File: src/rtl/cycle_seq_pkg.sv
// Constants, register map and encodings of the camera cycle sequencer.
package cycle_seq_pkg;

  // Clock and microsecond time base.
  localparam int CLK_PERIOD_PS = 4000;
  localparam int US_PS         = 1000000;
  localparam int TICK_CYCLES   = US_PS / CLK_PERIOD_PS;
  localparam int TICK_W        = 9;

  // Register bus geometry.
  localparam int ADDR_W = 8;
  localparam int DATA_W = 32;

  // Register byte offsets.
  localparam logic [7:0] OFS_CONTROL    = 8'h00;
  localparam logic [7:0] OFS_COMMAND    = 8'h04;
  localparam logic [7:0] OFS_SET_SELECT = 8'h08;
  localparam logic [7:0] OFS_TRIG_WIDTH = 8'h0c;
  localparam logic [7:0] OFS_LIGHT_OFS  = 8'h10;
  localparam logic [7:0] OFS_LIGHT_W    = 8'h14;
  localparam logic [7:0] OFS_MIN_SPACE  = 8'h18;
  localparam logic [7:0] OFS_PERMIT_AT  = 8'h1c;
  localparam logic [7:0] OFS_RUN_LEN    = 8'h20;
  localparam logic [7:0] OFS_STATUS     = 8'h24;
  localparam logic [7:0] OFS_LOST_CNT   = 8'h28;
  localparam logic [7:0] OFS_EVENT_SEL  = 8'h2c;

  // Control register fields.
  localparam int CTL_CYC_ORG_LSB = 0;
  localparam int CTL_BEG_ORG_LSB = 2;
  localparam int CTL_END_ORG_LSB = 4;
  localparam int CTL_DEPTH_LSB   = 8;
  localparam int CTL_ROT_LSB     = 12;

  // Command register bits.
  localparam int CMD_KICK_BIT  = 0;
  localparam int CMD_BEGIN_BIT = 1;
  localparam int CMD_END_BIT   = 2;

  // Event select fields.
  localparam int EVS_CYC_LSB = 0;
  localparam int EVS_BEG_LSB = 4;
  localparam int EVS_END_LSB = 8;
  localparam int N_EVENTS    = 8;

  // Status register fields.
  localparam int STS_ACTIVE_BIT = 0;
  localparam int STS_PEND_LSB   = 4;
  localparam int STS_BUSY_BIT   = 8;
  localparam int STS_SET_LSB    = 12;
  localparam int STS_STOP_BIT   = 16;

  // Origin encodings for cycle trigger and run begin.
  localparam logic [1:0] ORG_IMMEDIATE = 2'h0;
  localparam logic [1:0] ORG_COMMAND   = 2'h1;
  localparam logic [1:0] ORG_EVENT     = 2'h2;

  // Run end encodings.
  localparam logic [1:0] END_COMMAND = 2'h0;
  localparam logic [1:0] END_LENGTH  = 2'h1;
  localparam logic [1:0] END_EVENT   = 2'h2;

  // Reset values, set width and set and depth limits.
  localparam logic [23:0] RST_RUN_LEN = 24'h000001;
  localparam logic [3:0]  RST_SET_SEL = 4'h1;
  localparam int          SET_W       = 4;
  localparam int          MAX_SETS    = 16;
  localparam int          MAX_DEPTH   = 7;

endpackage : cycle_seq_pkg

File: src/rtl/camera_light_controller.sv
// Camera and light cycle sequencer with its register slave.
`timescale 1ns/1ps

// Summary of operation
// - Each cycle start gives one permit, and one camera and one light pulse when their width is non-zero.
// - Camera pulse width and light pulse width come from the chosen set.
// - Light leading edge follows camera leading edge by signed offset.
// - Negative offset: light rises at start, camera later by its magnitude.
// - Permit event fires at a software supplied time inside the cycle.
// - No new cycle before the previous cycle issued its permit.
// - Cycle starts are spaced at least the programmed minimum period.
// - Sixteen timing sets; a selector picks the set software accesses.
// - Rotation length 2 to 16 steps sets 0 to length minus one cyclically.
// - Cycles start only while the run is active and memory has room.
// - Non-immediate origin needs a fresh trigger or a pending one.
// - Immediate origin self triggers at run start and every minimum period.
// - Command or event origin takes triggers from kick or selected event.
// - Latch depth limit 0 disables latching, 1 to 7 enables; level readable.
// - Rejected triggers count as lost; deferred ones raise pending level.
// - Trigger is executed at once when active and the manager is ready.
// - Trigger is deferred when active, below limit and not ready, else lost.
// - Immediate run begin activates the run with no further action.
// - Command or event run begin waits for begin command or event.
// - Command run end stops at the next cycle boundary.
// - Length run end stops after the captured cycle count or on command.
// - Event run end stops on command or event at the next boundary.
// - Cycle count is captured at run begin; later writes wait a run.
module camera_light_controller
  import cycle_seq_pkg::*;
#(
  parameter int W      = 24,
  parameter int N_SETS = MAX_SETS
) (
  // Clock and reset.
  input  wire logic              CLK,
  input  wire logic              RESET,
  // Register port.
  input  wire logic [ADDR_W-1:0] REG_ADDR,
  input  wire logic [DATA_W-1:0] REG_WDATA,
  input  wire logic              REG_WR,
  input  wire logic              REG_RD,
  output logic      [DATA_W-1:0] REG_RDATA,
  // Event sources and memory state.
  input  wire logic [N_EVENTS-1:0] EVENT_IN,
  input  wire logic              MEM_ROOM,
  // Camera and light outputs.
  output logic                   CAMERA_TRIG,
  output logic                   LIGHT_STROBE,
  output logic                   NEXT_CYCLE_PERMIT,
  output logic                   CYCLE_START,
  output logic                   RUN_ACTIVE
);

  initial begin
    if (W < 8 || W > 31 || N_SETS < 2 || N_SETS > MAX_SETS) begin
      $error("camera_light_controller: unsupported parameter values");
    end
  end

  ////////////////////////////////////////////////////////////////////////////
  // Register state.
  logic [1:0]       cyc_org_q, beg_org_q, end_org_q;
  logic [2:0]       depth_q;
  logic [4:0]       rot_len_q;
  logic [SET_W-1:0] sel_q;
  logic [2:0]       ev_cyc_q, ev_beg_q, ev_end_q;
  logic [W-1:0]     min_space_q, permit_at_q, run_len_q;
  logic [W-1:0]     trig_w_mem [N_SETS];
  logic [W-1:0]     light_ofs_mem [N_SETS];
  logic [W-1:0]     light_w_mem [N_SETS];
  logic [15:0]      lost_q;
  logic [DATA_W-1:0] rdata_q;

  // Write decode. Each register answers to exactly one byte offset, so a
  // write to an unmapped offset simply has no effect.

  wire wr_ctl  = REG_WR && REG_ADDR == OFS_CONTROL;
  wire wr_cmd  = REG_WR && REG_ADDR == OFS_COMMAND;
  wire wr_sel  = REG_WR && REG_ADDR == OFS_SET_SELECT;
  wire wr_tw   = REG_WR && REG_ADDR == OFS_TRIG_WIDTH;
  wire wr_lo   = REG_WR && REG_ADDR == OFS_LIGHT_OFS;
  wire wr_lw   = REG_WR && REG_ADDR == OFS_LIGHT_W;
  wire wr_ms   = REG_WR && REG_ADDR == OFS_MIN_SPACE;
  wire wr_pa   = REG_WR && REG_ADDR == OFS_PERMIT_AT;
  wire wr_rl   = REG_WR && REG_ADDR == OFS_RUN_LEN;
  wire wr_evs  = REG_WR && REG_ADDR == OFS_EVENT_SEL;

  // A selector beyond the stored sets must not alias onto a real set, so
  // such writes are dropped and reads fall back to set 0.
  wire sel_ok  = 32'(sel_q) < N_SETS;
  wire [SET_W-1:0] sel_idx = sel_ok ? sel_q : '0;

  // Command pulses act in the cycle of the write.
  wire kick      = wr_cmd && REG_WDATA[CMD_KICK_BIT];
  wire begin_cmd = wr_cmd && REG_WDATA[CMD_BEGIN_BIT];
  wire end_cmd   = wr_cmd && REG_WDATA[CMD_END_BIT];

  always_ff @(posedge CLK or posedge RESET) begin
    if (RESET) begin
      cyc_org_q   <= ORG_IMMEDIATE;
      beg_org_q   <= ORG_IMMEDIATE;
      end_org_q   <= END_COMMAND;
      depth_q     <= 3'h0;
      rot_len_q   <= 5'h00;
      ev_cyc_q    <= 3'h0;
      ev_beg_q    <= 3'h0;
      ev_end_q    <= 3'h0;
      min_space_q <= '0;
      permit_at_q <= '0;
      run_len_q   <= W'(RST_RUN_LEN);
    end else begin
      if (wr_ctl) begin
        cyc_org_q <= REG_WDATA[CTL_CYC_ORG_LSB +: 2];
        beg_org_q <= REG_WDATA[CTL_BEG_ORG_LSB +: 2];
        end_org_q <= REG_WDATA[CTL_END_ORG_LSB +: 2];
        depth_q   <= REG_WDATA[CTL_DEPTH_LSB +: 3];
        rot_len_q <= REG_WDATA[CTL_ROT_LSB +: 5];
      end
      if (wr_evs) begin
        ev_cyc_q <= REG_WDATA[EVS_CYC_LSB +: 3];
        ev_beg_q <= REG_WDATA[EVS_BEG_LSB +: 3];
        ev_end_q <= REG_WDATA[EVS_END_LSB +: 3];
      end
      if (wr_ms) min_space_q <= REG_WDATA[W-1:0];
      if (wr_pa) permit_at_q <= REG_WDATA[W-1:0];
      if (wr_rl) run_len_q <= REG_WDATA[W-1:0];
    end
  end


  // Timing set storage, written through the selector.
  always_ff @(posedge CLK or posedge RESET) begin
    if (RESET) begin
      sel_q <= RST_SET_SEL;
      for (int i = 0; i < N_SETS; i++) begin
        trig_w_mem[i]    <= '0;
        light_ofs_mem[i] <= '0;
        light_w_mem[i]   <= '0;
      end
    end else begin
      if (wr_sel) sel_q <= REG_WDATA[SET_W-1:0];
      if (wr_tw && sel_ok) trig_w_mem[sel_idx] <= REG_WDATA[W-1:0];
      if (wr_lo && sel_ok) light_ofs_mem[sel_idx] <= REG_WDATA[W-1:0];
      if (wr_lw && sel_ok) light_w_mem[sel_idx] <= REG_WDATA[W-1:0];
    end
  end

  ////////////////////////////////////////////////////////////////////////////
  // Microsecond tick. The divider runs free from reset, so the first tick
  // of a cycle may come anywhere within one microsecond of its start.

  logic [TICK_W-1:0] div_q;
  wire tick = div_q == TICK_W'(TICK_CYCLES - 1);

  always_ff @(posedge CLK or posedge RESET) begin
    if (RESET) div_q <= '0;
    else div_q <= tick ? '0 : div_q + 1'b1;
  end

  ////////////////////////////////////////////////////////////////////////////
  // Sequence, trigger and cycle managers.
  logic             active_q, stop_req_q, run_q;
  logic [2:0]       pend_q;
  logic [W-1:0]     done_cnt_q, len_cap_q, space_q;
  logic [SET_W-1:0] cur_set_q;


  // Event selection. Each manager picks its own source from the event
  // inputs, so one source may serve several managers at once.
  wire ev_cyc = EVENT_IN[ev_cyc_q];
  wire ev_beg = EVENT_IN[ev_beg_q];
  wire ev_end = EVENT_IN[ev_end_q];


  // Run begin and run end. A stop request is only remembered here; the
  // run itself ends between cycles, so a pulse is never cut short.
  wire go_run = (beg_org_q == ORG_IMMEDIATE) ||
                begin_cmd ||
                (beg_org_q == ORG_EVENT && ev_beg);
  wire stop_hit = end_cmd ||
                  (end_org_q == END_EVENT && ev_end);
  wire len_hit  = end_org_q == END_LENGTH &&
                  done_cnt_q >= len_cap_q;
  wire end_now  = active_q && !run_q && (stop_req_q || len_hit);


  // Trigger sorting. A trigger is served at once when the cycle manager is
  // ready, parked in the latch when the run is active with depth left, and lost
  // otherwise. The immediate origin never produces a sortable trigger.
  wire cyc_imm = cyc_org_q == ORG_IMMEDIATE;
  wire trig_ev = !cyc_imm && (kick ||
                 (cyc_org_q == ORG_EVENT && ev_cyc));
  wire space_ok = space_q >= min_space_q;
  wire ready = active_q && MEM_ROOM && !run_q &&
               space_ok && !end_now;
  wire pend_use = depth_q != 3'h0 && pend_q != 3'h0;
  wire start = ready &&
               (cyc_imm || trig_ev || pend_use);
  wire take_pend = start && !cyc_imm && !trig_ev;
  wire defer = trig_ev && !ready && active_q &&
               pend_q < depth_q;
  wire lost = trig_ev && !ready && !defer;


  // Rotation is off for lengths 0 and 1 and for lengths above the number
  // of stored sets; the software selector then picks the set.
  wire rot_on = rot_len_q >= 5'h02 && 32'(rot_len_q) <= N_SETS;
  wire [SET_W-1:0] use_set = rot_on ? cur_set_q : sel_idx;
  wire [SET_W-1:0] rot_last = SET_W'(rot_len_q - 5'h01);

  always_ff @(posedge CLK or posedge RESET) begin
    if (RESET) begin
      active_q   <= 1'b0;
      stop_req_q <= 1'b0;
      done_cnt_q <= '0;
      len_cap_q  <= '0;
      cur_set_q  <= '0;
    end else if (!active_q) begin
      if (go_run) begin
        active_q   <= 1'b1;
        done_cnt_q <= '0;
        len_cap_q  <= run_len_q;
        cur_set_q  <= '0;
      end
    end else begin
      if (end_now) begin
        active_q   <= 1'b0;
        stop_req_q <= 1'b0;
      end else if (stop_hit) begin
        stop_req_q <= 1'b1;
      end
      if (start) begin
        done_cnt_q <= done_cnt_q + 1'b1;
        if (rot_on) cur_set_q <= cur_set_q == rot_last ? '0 :
                                 cur_set_q + 1'b1;
      end
    end
  end

  // Pending level and lost trigger counter.
  always_ff @(posedge CLK or posedge RESET) begin
    if (RESET) begin
      pend_q <= 3'h0;
      lost_q <= 16'h0000;
    end else begin
      if (end_now) pend_q <= 3'h0;
      else if (defer) pend_q <= pend_q + 1'b1;
      else if (take_pend) pend_q <= pend_q - 1'b1;
      if (lost) lost_q <= lost_q + 1'b1;
    end
  end

  // Spacing counter, saturating, cleared by each start. Saturation keeps a
  // long idle gap from wrapping round and blocking the next start.
  always_ff @(posedge CLK or posedge RESET) begin
    if (RESET) space_q <= '1;
    else if (start) space_q <= '0;
    else if (tick && space_q != '1) space_q <= space_q + 1'b1;
  end

  ////////////////////////////////////////////////////////////////////////////
  // Cycle timing machine.
  logic [W:0] t_q, cam_at_q, cam_end_q, lit_at_q, lit_end_q, permit_q;
  logic       permit_done_q;
  logic       cam_q, lit_q, permit_pulse_q, start_q;


  // The offset is signed. A negative offset delays the camera instead of
  // the light, so both leading edges are placed at non-negative times and
  // the light still precedes the camera by the offset's magnitude.
  // One extra bit keeps pulse ends from wrapping for the largest settings.
  wire [W-1:0] ofs   = light_ofs_mem[use_set];
  wire [W:0]   ofs_x = {ofs[W-1], ofs};
  wire [W:0]   neg_x = (~ofs_x) + 1'b1;
  wire         early = ofs[W-1];
  wire [W:0]   cam_at = early ? neg_x : '0;
  wire [W:0]   lit_at = early ? '0 : ofs_x;
  wire [W:0]   cam_end = cam_at + {1'b0, trig_w_mem[use_set]};
  wire [W:0]   lit_end = lit_at + {1'b0, light_w_mem[use_set]};


  // A cycle ends only once the permit has been issued and both pulses are
  // over, so a permit placed early never lets two cycles overlap.
  wire cam_on = run_q && t_q >= cam_at_q && t_q < cam_end_q;
  wire lit_on = run_q && t_q >= lit_at_q && t_q < lit_end_q;
  wire permit_hit = run_q && !permit_done_q && t_q >= permit_q;
  wire permit_seen = permit_done_q || permit_hit;
  wire cycle_end = run_q && permit_seen &&
                   t_q >= cam_end_q && t_q >= lit_end_q;

  always_ff @(posedge CLK or posedge RESET) begin
    if (RESET) begin
      run_q         <= 1'b0;
      permit_done_q <= 1'b0;
      t_q           <= '0;
      cam_at_q      <= '0;
      cam_end_q     <= '0;
      lit_at_q      <= '0;
      lit_end_q     <= '0;
      permit_q      <= '0;
    end else if (start) begin
      run_q         <= 1'b1;
      permit_done_q <= 1'b0;
      t_q           <= '0;
      cam_at_q      <= cam_at;
      cam_end_q     <= cam_end;
      lit_at_q      <= lit_at;
      lit_end_q     <= lit_end;
      permit_q      <= {1'b0, permit_at_q};
    end else if (run_q) begin
      if (permit_hit) permit_done_q <= 1'b1;
      if (cycle_end) run_q <= 1'b0;
      else if (tick) t_q <= t_q + 1'b1;
    end
  end


  // Registered outputs. All pins leave from flip-flops so that the camera
  // and the light see clean edges one clock after the internal state.
  always_ff @(posedge CLK or posedge RESET) begin
    if (RESET) begin
      cam_q          <= 1'b0;
      lit_q          <= 1'b0;
      permit_pulse_q <= 1'b0;
      start_q        <= 1'b0;
    end else begin
      cam_q          <= cam_on;
      lit_q          <= lit_on;
      permit_pulse_q <= permit_hit;
      start_q        <= start;
    end
  end

  assign CAMERA_TRIG       = cam_q;
  assign LIGHT_STROBE      = lit_q;
  assign NEXT_CYCLE_PERMIT = permit_pulse_q;
  assign CYCLE_START       = start_q;
  assign RUN_ACTIVE        = active_q;

  ////////////////////////////////////////////////////////////////////////////
  // Read path. Reads have no side effects, so software may poll status.

  wire [DATA_W-1:0] rd_ctl = DATA_W'({rot_len_q, 1'b0, depth_q, 2'b00,
                                      end_org_q, beg_org_q, cyc_org_q});
  wire [DATA_W-1:0] rd_evs = DATA_W'({1'b0, ev_end_q, 1'b0, ev_beg_q,
                                      1'b0, ev_cyc_q});
  // Status layout: active at bit 0, pending level at 6:4, cycle busy at 8,
  // rotation set at 15:12 and the stop request at bit 16.
  wire [DATA_W-1:0] rd_sts = DATA_W'({stop_req_q, cur_set_q, 3'h0,
                                      run_q, 1'b0, pend_q, 3'h0,
                                      active_q});
  wire [W-1:0] sel_ofs = light_ofs_mem[sel_idx];
  wire [DATA_W-1:0] rd_ofs = {{(DATA_W-W){sel_ofs[W-1]}}, sel_ofs};

  wire [DATA_W-1:0] rd_mux =
    REG_ADDR == OFS_CONTROL    ? rd_ctl :
    REG_ADDR == OFS_SET_SELECT ? DATA_W'(sel_q) :
    REG_ADDR == OFS_TRIG_WIDTH ? DATA_W'(trig_w_mem[sel_idx]) :
    REG_ADDR == OFS_LIGHT_OFS  ? rd_ofs :
    REG_ADDR == OFS_LIGHT_W    ? DATA_W'(light_w_mem[sel_idx]) :
    REG_ADDR == OFS_MIN_SPACE  ? DATA_W'(min_space_q) :
    REG_ADDR == OFS_PERMIT_AT  ? DATA_W'(permit_at_q) :
    REG_ADDR == OFS_RUN_LEN    ? DATA_W'(run_len_q) :
    REG_ADDR == OFS_STATUS     ? rd_sts :
    REG_ADDR == OFS_LOST_CNT   ? DATA_W'(lost_q) :
    REG_ADDR == OFS_EVENT_SEL  ? rd_evs : '0;


  // Read data stand only in the cycle after the read strobe.
  always_ff @(posedge CLK or posedge RESET) begin
    if (RESET) rdata_q <= '0;
    else rdata_q <= REG_RD ? rd_mux : '0;
  end

  assign REG_RDATA = rdata_q;

endmodule // camera_light_controller

File: config.mk
export PLATFORM = sky130hd
export DESIGN_NAME = camera_light_controller
export DESIGN_NICKNAME = d
export VERILOG_FILES = /design/src/rtl/cycle_seq_pkg.sv /design/src/rtl/camera_light_controller.sv
export SDC_FILE = /design/constraint.sdc
export NUM_CORES = 2
export LEC_CHECK = 0
export BUFFER_PORTS_ARGS = -buffer_cell sky130_fd_sc_hd__buf_2
export CAP_MARGIN = 20
export CORE_MARGIN = 5
export CORE_UTILIZATION = 45
export CTS_BUF_LIST = sky130_fd_sc_hd__clkbuf_4
export DETAILED_ROUTE_END_ITERATION = 8
export GPL_TIMING_DRIVEN = 1
export SYNTH_ARGS = -nofsm -noshare
export SYNTH_HDL_FRONTEND = slang
export SYNTH_SLANG_ARGS = --single-unit
File: constraint.sdc
create_clock -name CLK -period 113 [get_ports CLK]
set_input_delay 5.65 -clock CLK [delete_from_list [all_inputs] [get_ports CLK]]
set_output_delay 5.65 -clock CLK [all_outputs]
set_load 0.01 [all_outputs]
==> summary by stage <==
Finish
The final layout contains 8172 nets. The final cell count without fillers is 10.7k. The share of post-route cells with drive strength above 1 is 32.9%.

The design area is 0.0947 mm². The synthesis-to-finish area growth is 9.82%. The utilization after layout is 49.7%.

Global route
The first global-routing pass estimated 443000 µm of wire. Entering global routing, the biggest net connects 169 pins. In the global route stage, overall resource usage came out at 29.7%. The met1 global-route usage is 38.9%. The most used routing layer is met2. The via count of the first global-routing pass was 67.0k. The global routing met3 resource utilization is 7.95%.

The final global-route overflow total is 0. The met2 capacity usage during global routing is 45.3%. The initial antenna violation count is 26.

Hold path
The path class of the tightest hold or removal check is reg -> reg. The count of cells along the worst hold path is 2.

Route
In the routed design, unresolved DRC markers number 0. The wire length per cell after detailed routing is 28.1 µm. The violation count after the first detailed-routing iteration is 6855. The final layout contains routed wiring with a total length of 301000 µm. Dividing the detail-routed via count by the number of cells gives 6.31. The remaining antenna violation count is 0. The pre-antenna-repair detailed-routing pass consisted of 8 iterations. The total number of vias is 67.6k.

Setup path
The longest individual stage delay on the worst path is 0.96 ns. The cell that appears most often on the critical path is sky130_fd_sc_hd__buf_4. The cell family contributing the most delay on the critical path is buffers and inverters.

The startpoint type of the worst setup path is a flip-flop. The data required time at the worst endpoint is 114.13 ns. The count of cell instances traversed by the critical path is 28. The worst setup path is captured at a flip-flop. Along the worst path, the maximum fanout reaches 131. By startpoint and endpoint, the worst setup path is classified as reg -> reg. Counting both buffers and inverters, the worst setup path holds a total of 8. Counting cells, the worst reg-to-reg path comes to 28. For the worst setup path, the data arrival time is 11.13 ns. The highest-delay cell along the critical path is sky130_fd_sc_hd__a31oi_1.

STA
The clock period could shrink to 10.0 ns. The number of setup violations in the final report is 0. Setup repair after global routing left no endpoint under its margin. The number of hold violations in the final report was 0. Hold timing on the final database bottoms out at a slack of 0.474 ns.

Summed over all failing endpoints, the final setup total negative slack is 0 ns. The highest achievable clock rate is 0.100 GHz. Dividing the final minimum period by the clock period gives 8.85%. For the pin with the worst max-slew slack, the measured transition is 1.42 ns. The count of pins over their slew limit is 0. The worst-case headroom to the max-slew limit is 5.17%. Between clock sinks in the finished design, the worst skew comes to 0.137 ns.

Synthesis
Sorting the synthesized cells by how often they occur yields sky130_fd_sc_hd__dfrtp_1, sky130_fd_sc_hd__mux2_2, sky130_fd_sc_hd__nand2_1. Counting flops with an async set or reset pin after synthesis yields a share of 100%. The count of flip-flops with a built-in enable after synthesis is 0. The fraction of synthesized cell area taken by the top area cell type is 43.8%. The synthesized flop and latch total is 1535. The leading cell type by number of instances after synthesis is sky130_fd_sc_hd__dfrtp_1. For this run, the leading register cell type out of synthesis is sky130_fd_sc_hd__dfrtp_1. In the synthesized netlist, the number of instances is 7786. Dividing the synthesized area by the synthesized cell count gives 11.1 µm².

For this run, the number of Yosys warnings is 0. The biggest area contributor in the post-synthesis netlist is sky130_fd_sc_hd__dfrtp_1. Of the synthesized area, sequential elements account for 44.6%. The netlist uses 93 different library cells. Yosys attributes the largest share of cell area to sky130_fd_sc_hd__dfrtp_1, sky130_fd_sc_hd__mux2_2, sky130_fd_sc_hd__mux4_2, sky130_fd_sc_hd__nand2_1, sky130_fd_sc_hd__ha_1. The net count after synthesis is 8070. The netlist area before placement is 0.0862 mm².

Pwr
The ratio of total power to cell area is 17.3 mW/mm². Summed over all cells, the static leakage comes to 44.0 nW. The worst vdd rail ir drop is 0.0000112 V.

Placed design
The total placed cells including tap cells is 9960. Once detailed placement completed, the half-perimeter wirelength came to 183000 µm. Port buffering added 81 buffers. The standard cell area after detailed placement is 0.0893 mm².

The routability-driven placement congestion ratio is 0.903.

Floorplan
For this configuration, the core starts out at a cell density of 45.3%. The I/O pin count is 90. From left edge to right edge, the die measures 448 µm. The height of the die is 448 µm.

The number of cell rows is 160. The die covers 0.200 mm². After floorplanning, the core was sized to cover 0.190 mm².

CTS
The number of clock buffers added by TritonCTS is 429. CTS saw 1535 sinks. The TritonCTS clock tree is done.

For the worst-skew pair, the clock arrives at the later sink with an insertion delay of 1.42 ns. The cell sitting at the root of the clock tree is a sky130_fd_sc_hd__clkbuf_4. The number of H-tree levels is 5. Post-CTS timing repair inserted 0 buffers for setup. Once the clock tree was built, the resizer swapped 0 gates to a different size. The number of buffers added to fix hold violations after cts is 0.

The clock input transition at the sequential cells of the worst setup and hold paths is 0.06 ns. In this run the deepest clock path goes through 4 buffers.

Status
The run finished with clean final reports.

Flow run
Across the run, the number of max-cap violations was 0.
[state kept, by name (all words and copies together), names as in the netlist, 24 cells and up]
signal,cells
permit_at_q,24
space_q,24
permit_q,24
min_space_q,24
light_ofs_mem,384
run_len_q,24
len_cap_q,24
cam_at_q,25
trig_w_mem,384
t_q,25
cam_end_q,25
light_w_mem,384
REG_RDATA,25
lit_end_q,25
done_cnt_q,24
[metrics by stage]
stage / setup WS, ns / total power (W)
finish: 103.00 / 0.00163
global route: 102.37 / 0.00172
CTS: 102.96 / 0.00163
detailed placement: 102.91 / 0.00112
global placement: 102.96 / 0.00111
floorplan: 64.09 / 0.000935
[kinds of logic after synthesis]
family	share of synthesized area, %
xor gates and xnor gates	1.22
buffers and inverters	3.82
AOI/OAI and AO/OA	8.05
adders and majority gates	3.39
DFF	44.6
and+or+nand+nor	12.1
muxes	26.9
[worst paths after layout]
check                                    from       endpoint  slack [ns]
worst max-delay path             rot_len_q[0]  lit_end_q[23]      103.00
worst min-delay path            lit_end_q[22]  lit_end_q[22]        0.47
worst max register to register   rot_len_q[0]  lit_end_q[23]      103.00
worst min register to register  lit_end_q[22]  lit_end_q[22]        0.47
max in group asynchronous               RESET   REG_RDATA[7]      104.51
min in group asynchronous               RESET  lit_end_q[16]        4.45
[routing by layer]
layer / vias up / part of all wire, %
met5: - / 0.043
met4: 16 / 5.5
met3: 870 / 10
met2: 3478 / 45
met1: 34400 / 40
li1: 28800 / -
[where the power goes]
group,internal [W],switching (W),total (W),leakage [nW]
logic,0.000171,0.000353,0.000525,19.6
clock network,0.000264,0.000243,0.000506,3.15
registers,0.000582,0.0000221,0.000604,21.2
[worst register-to-register path, delay by kind of cell, from the launching register on]
family                     cells  cell delay, ns
xor gates and xnor gates       1            0.16
and+or+nand+nor                5            0.87
AOI/OAI and AO/OA             12            3.18
DFF                            1            0.54
buffers and inverters          8            4.26
adders and majority gates      2            0.71
[area by class of cell]
class                           instances  area, µm²
Clock inverter                         99        513
Antenna cell                           21       52.6
Tap cell                             2511       3140
Inverter                              221        850
Multi-Input combinational cell       5393      44700
Fill cell                           17100      95700
Timing Repair Buffer                  308       2270
Sequential cell                      1535      38500
Clock buffer                          630       4730
[cells in the final DEF (no fill, tap or decap), types with 53 or more instances in the layout]
| cell | count |
|---|---|
| sky130_fd_sc_hd__dfrtp_1 | 1507 |
| sky130_fd_sc_hd__mux2_2 | 1273 |
| sky130_fd_sc_hd__nand2_1 | 1231 |
| sky130_fd_sc_hd__clkbuf_4 | 630 |
| sky130_fd_sc_hd__nand3_1 | 492 |
| sky130_fd_sc_hd__mux4_2 | 364 |
| sky130_fd_sc_hd__o21ai_0 | 238 |
| sky130_fd_sc_hd__ha_1 | 228 |
| sky130_fd_sc_hd__inv_1 | 218 |
| sky130_fd_sc_hd__buf_4 | 212 |
| sky130_fd_sc_hd__nor2_1 | 195 |
| sky130_fd_sc_hd__a21oi_1 | 164 |
| sky130_fd_sc_hd__and3_1 | 124 |
| sky130_fd_sc_hd__a311oi_1 | 111 |
| sky130_fd_sc_hd__xnor2_1 | 89 |
| sky130_fd_sc_hd__a31oi_1 | 83 |
| sky130_fd_sc_hd__clkinv_1 | 82 |
| sky130_fd_sc_hd__buf_2 | 82 |
| sky130_fd_sc_hd__a21o_1 | 60 |
| sky130_fd_sc_hd__mux2i_1 | 59 |
| sky130_fd_sc_hd__a211oi_1 | 56 |
| sky130_fd_sc_hd__nand4_1 | 53 |
Power figures use the tool's default switching activity.
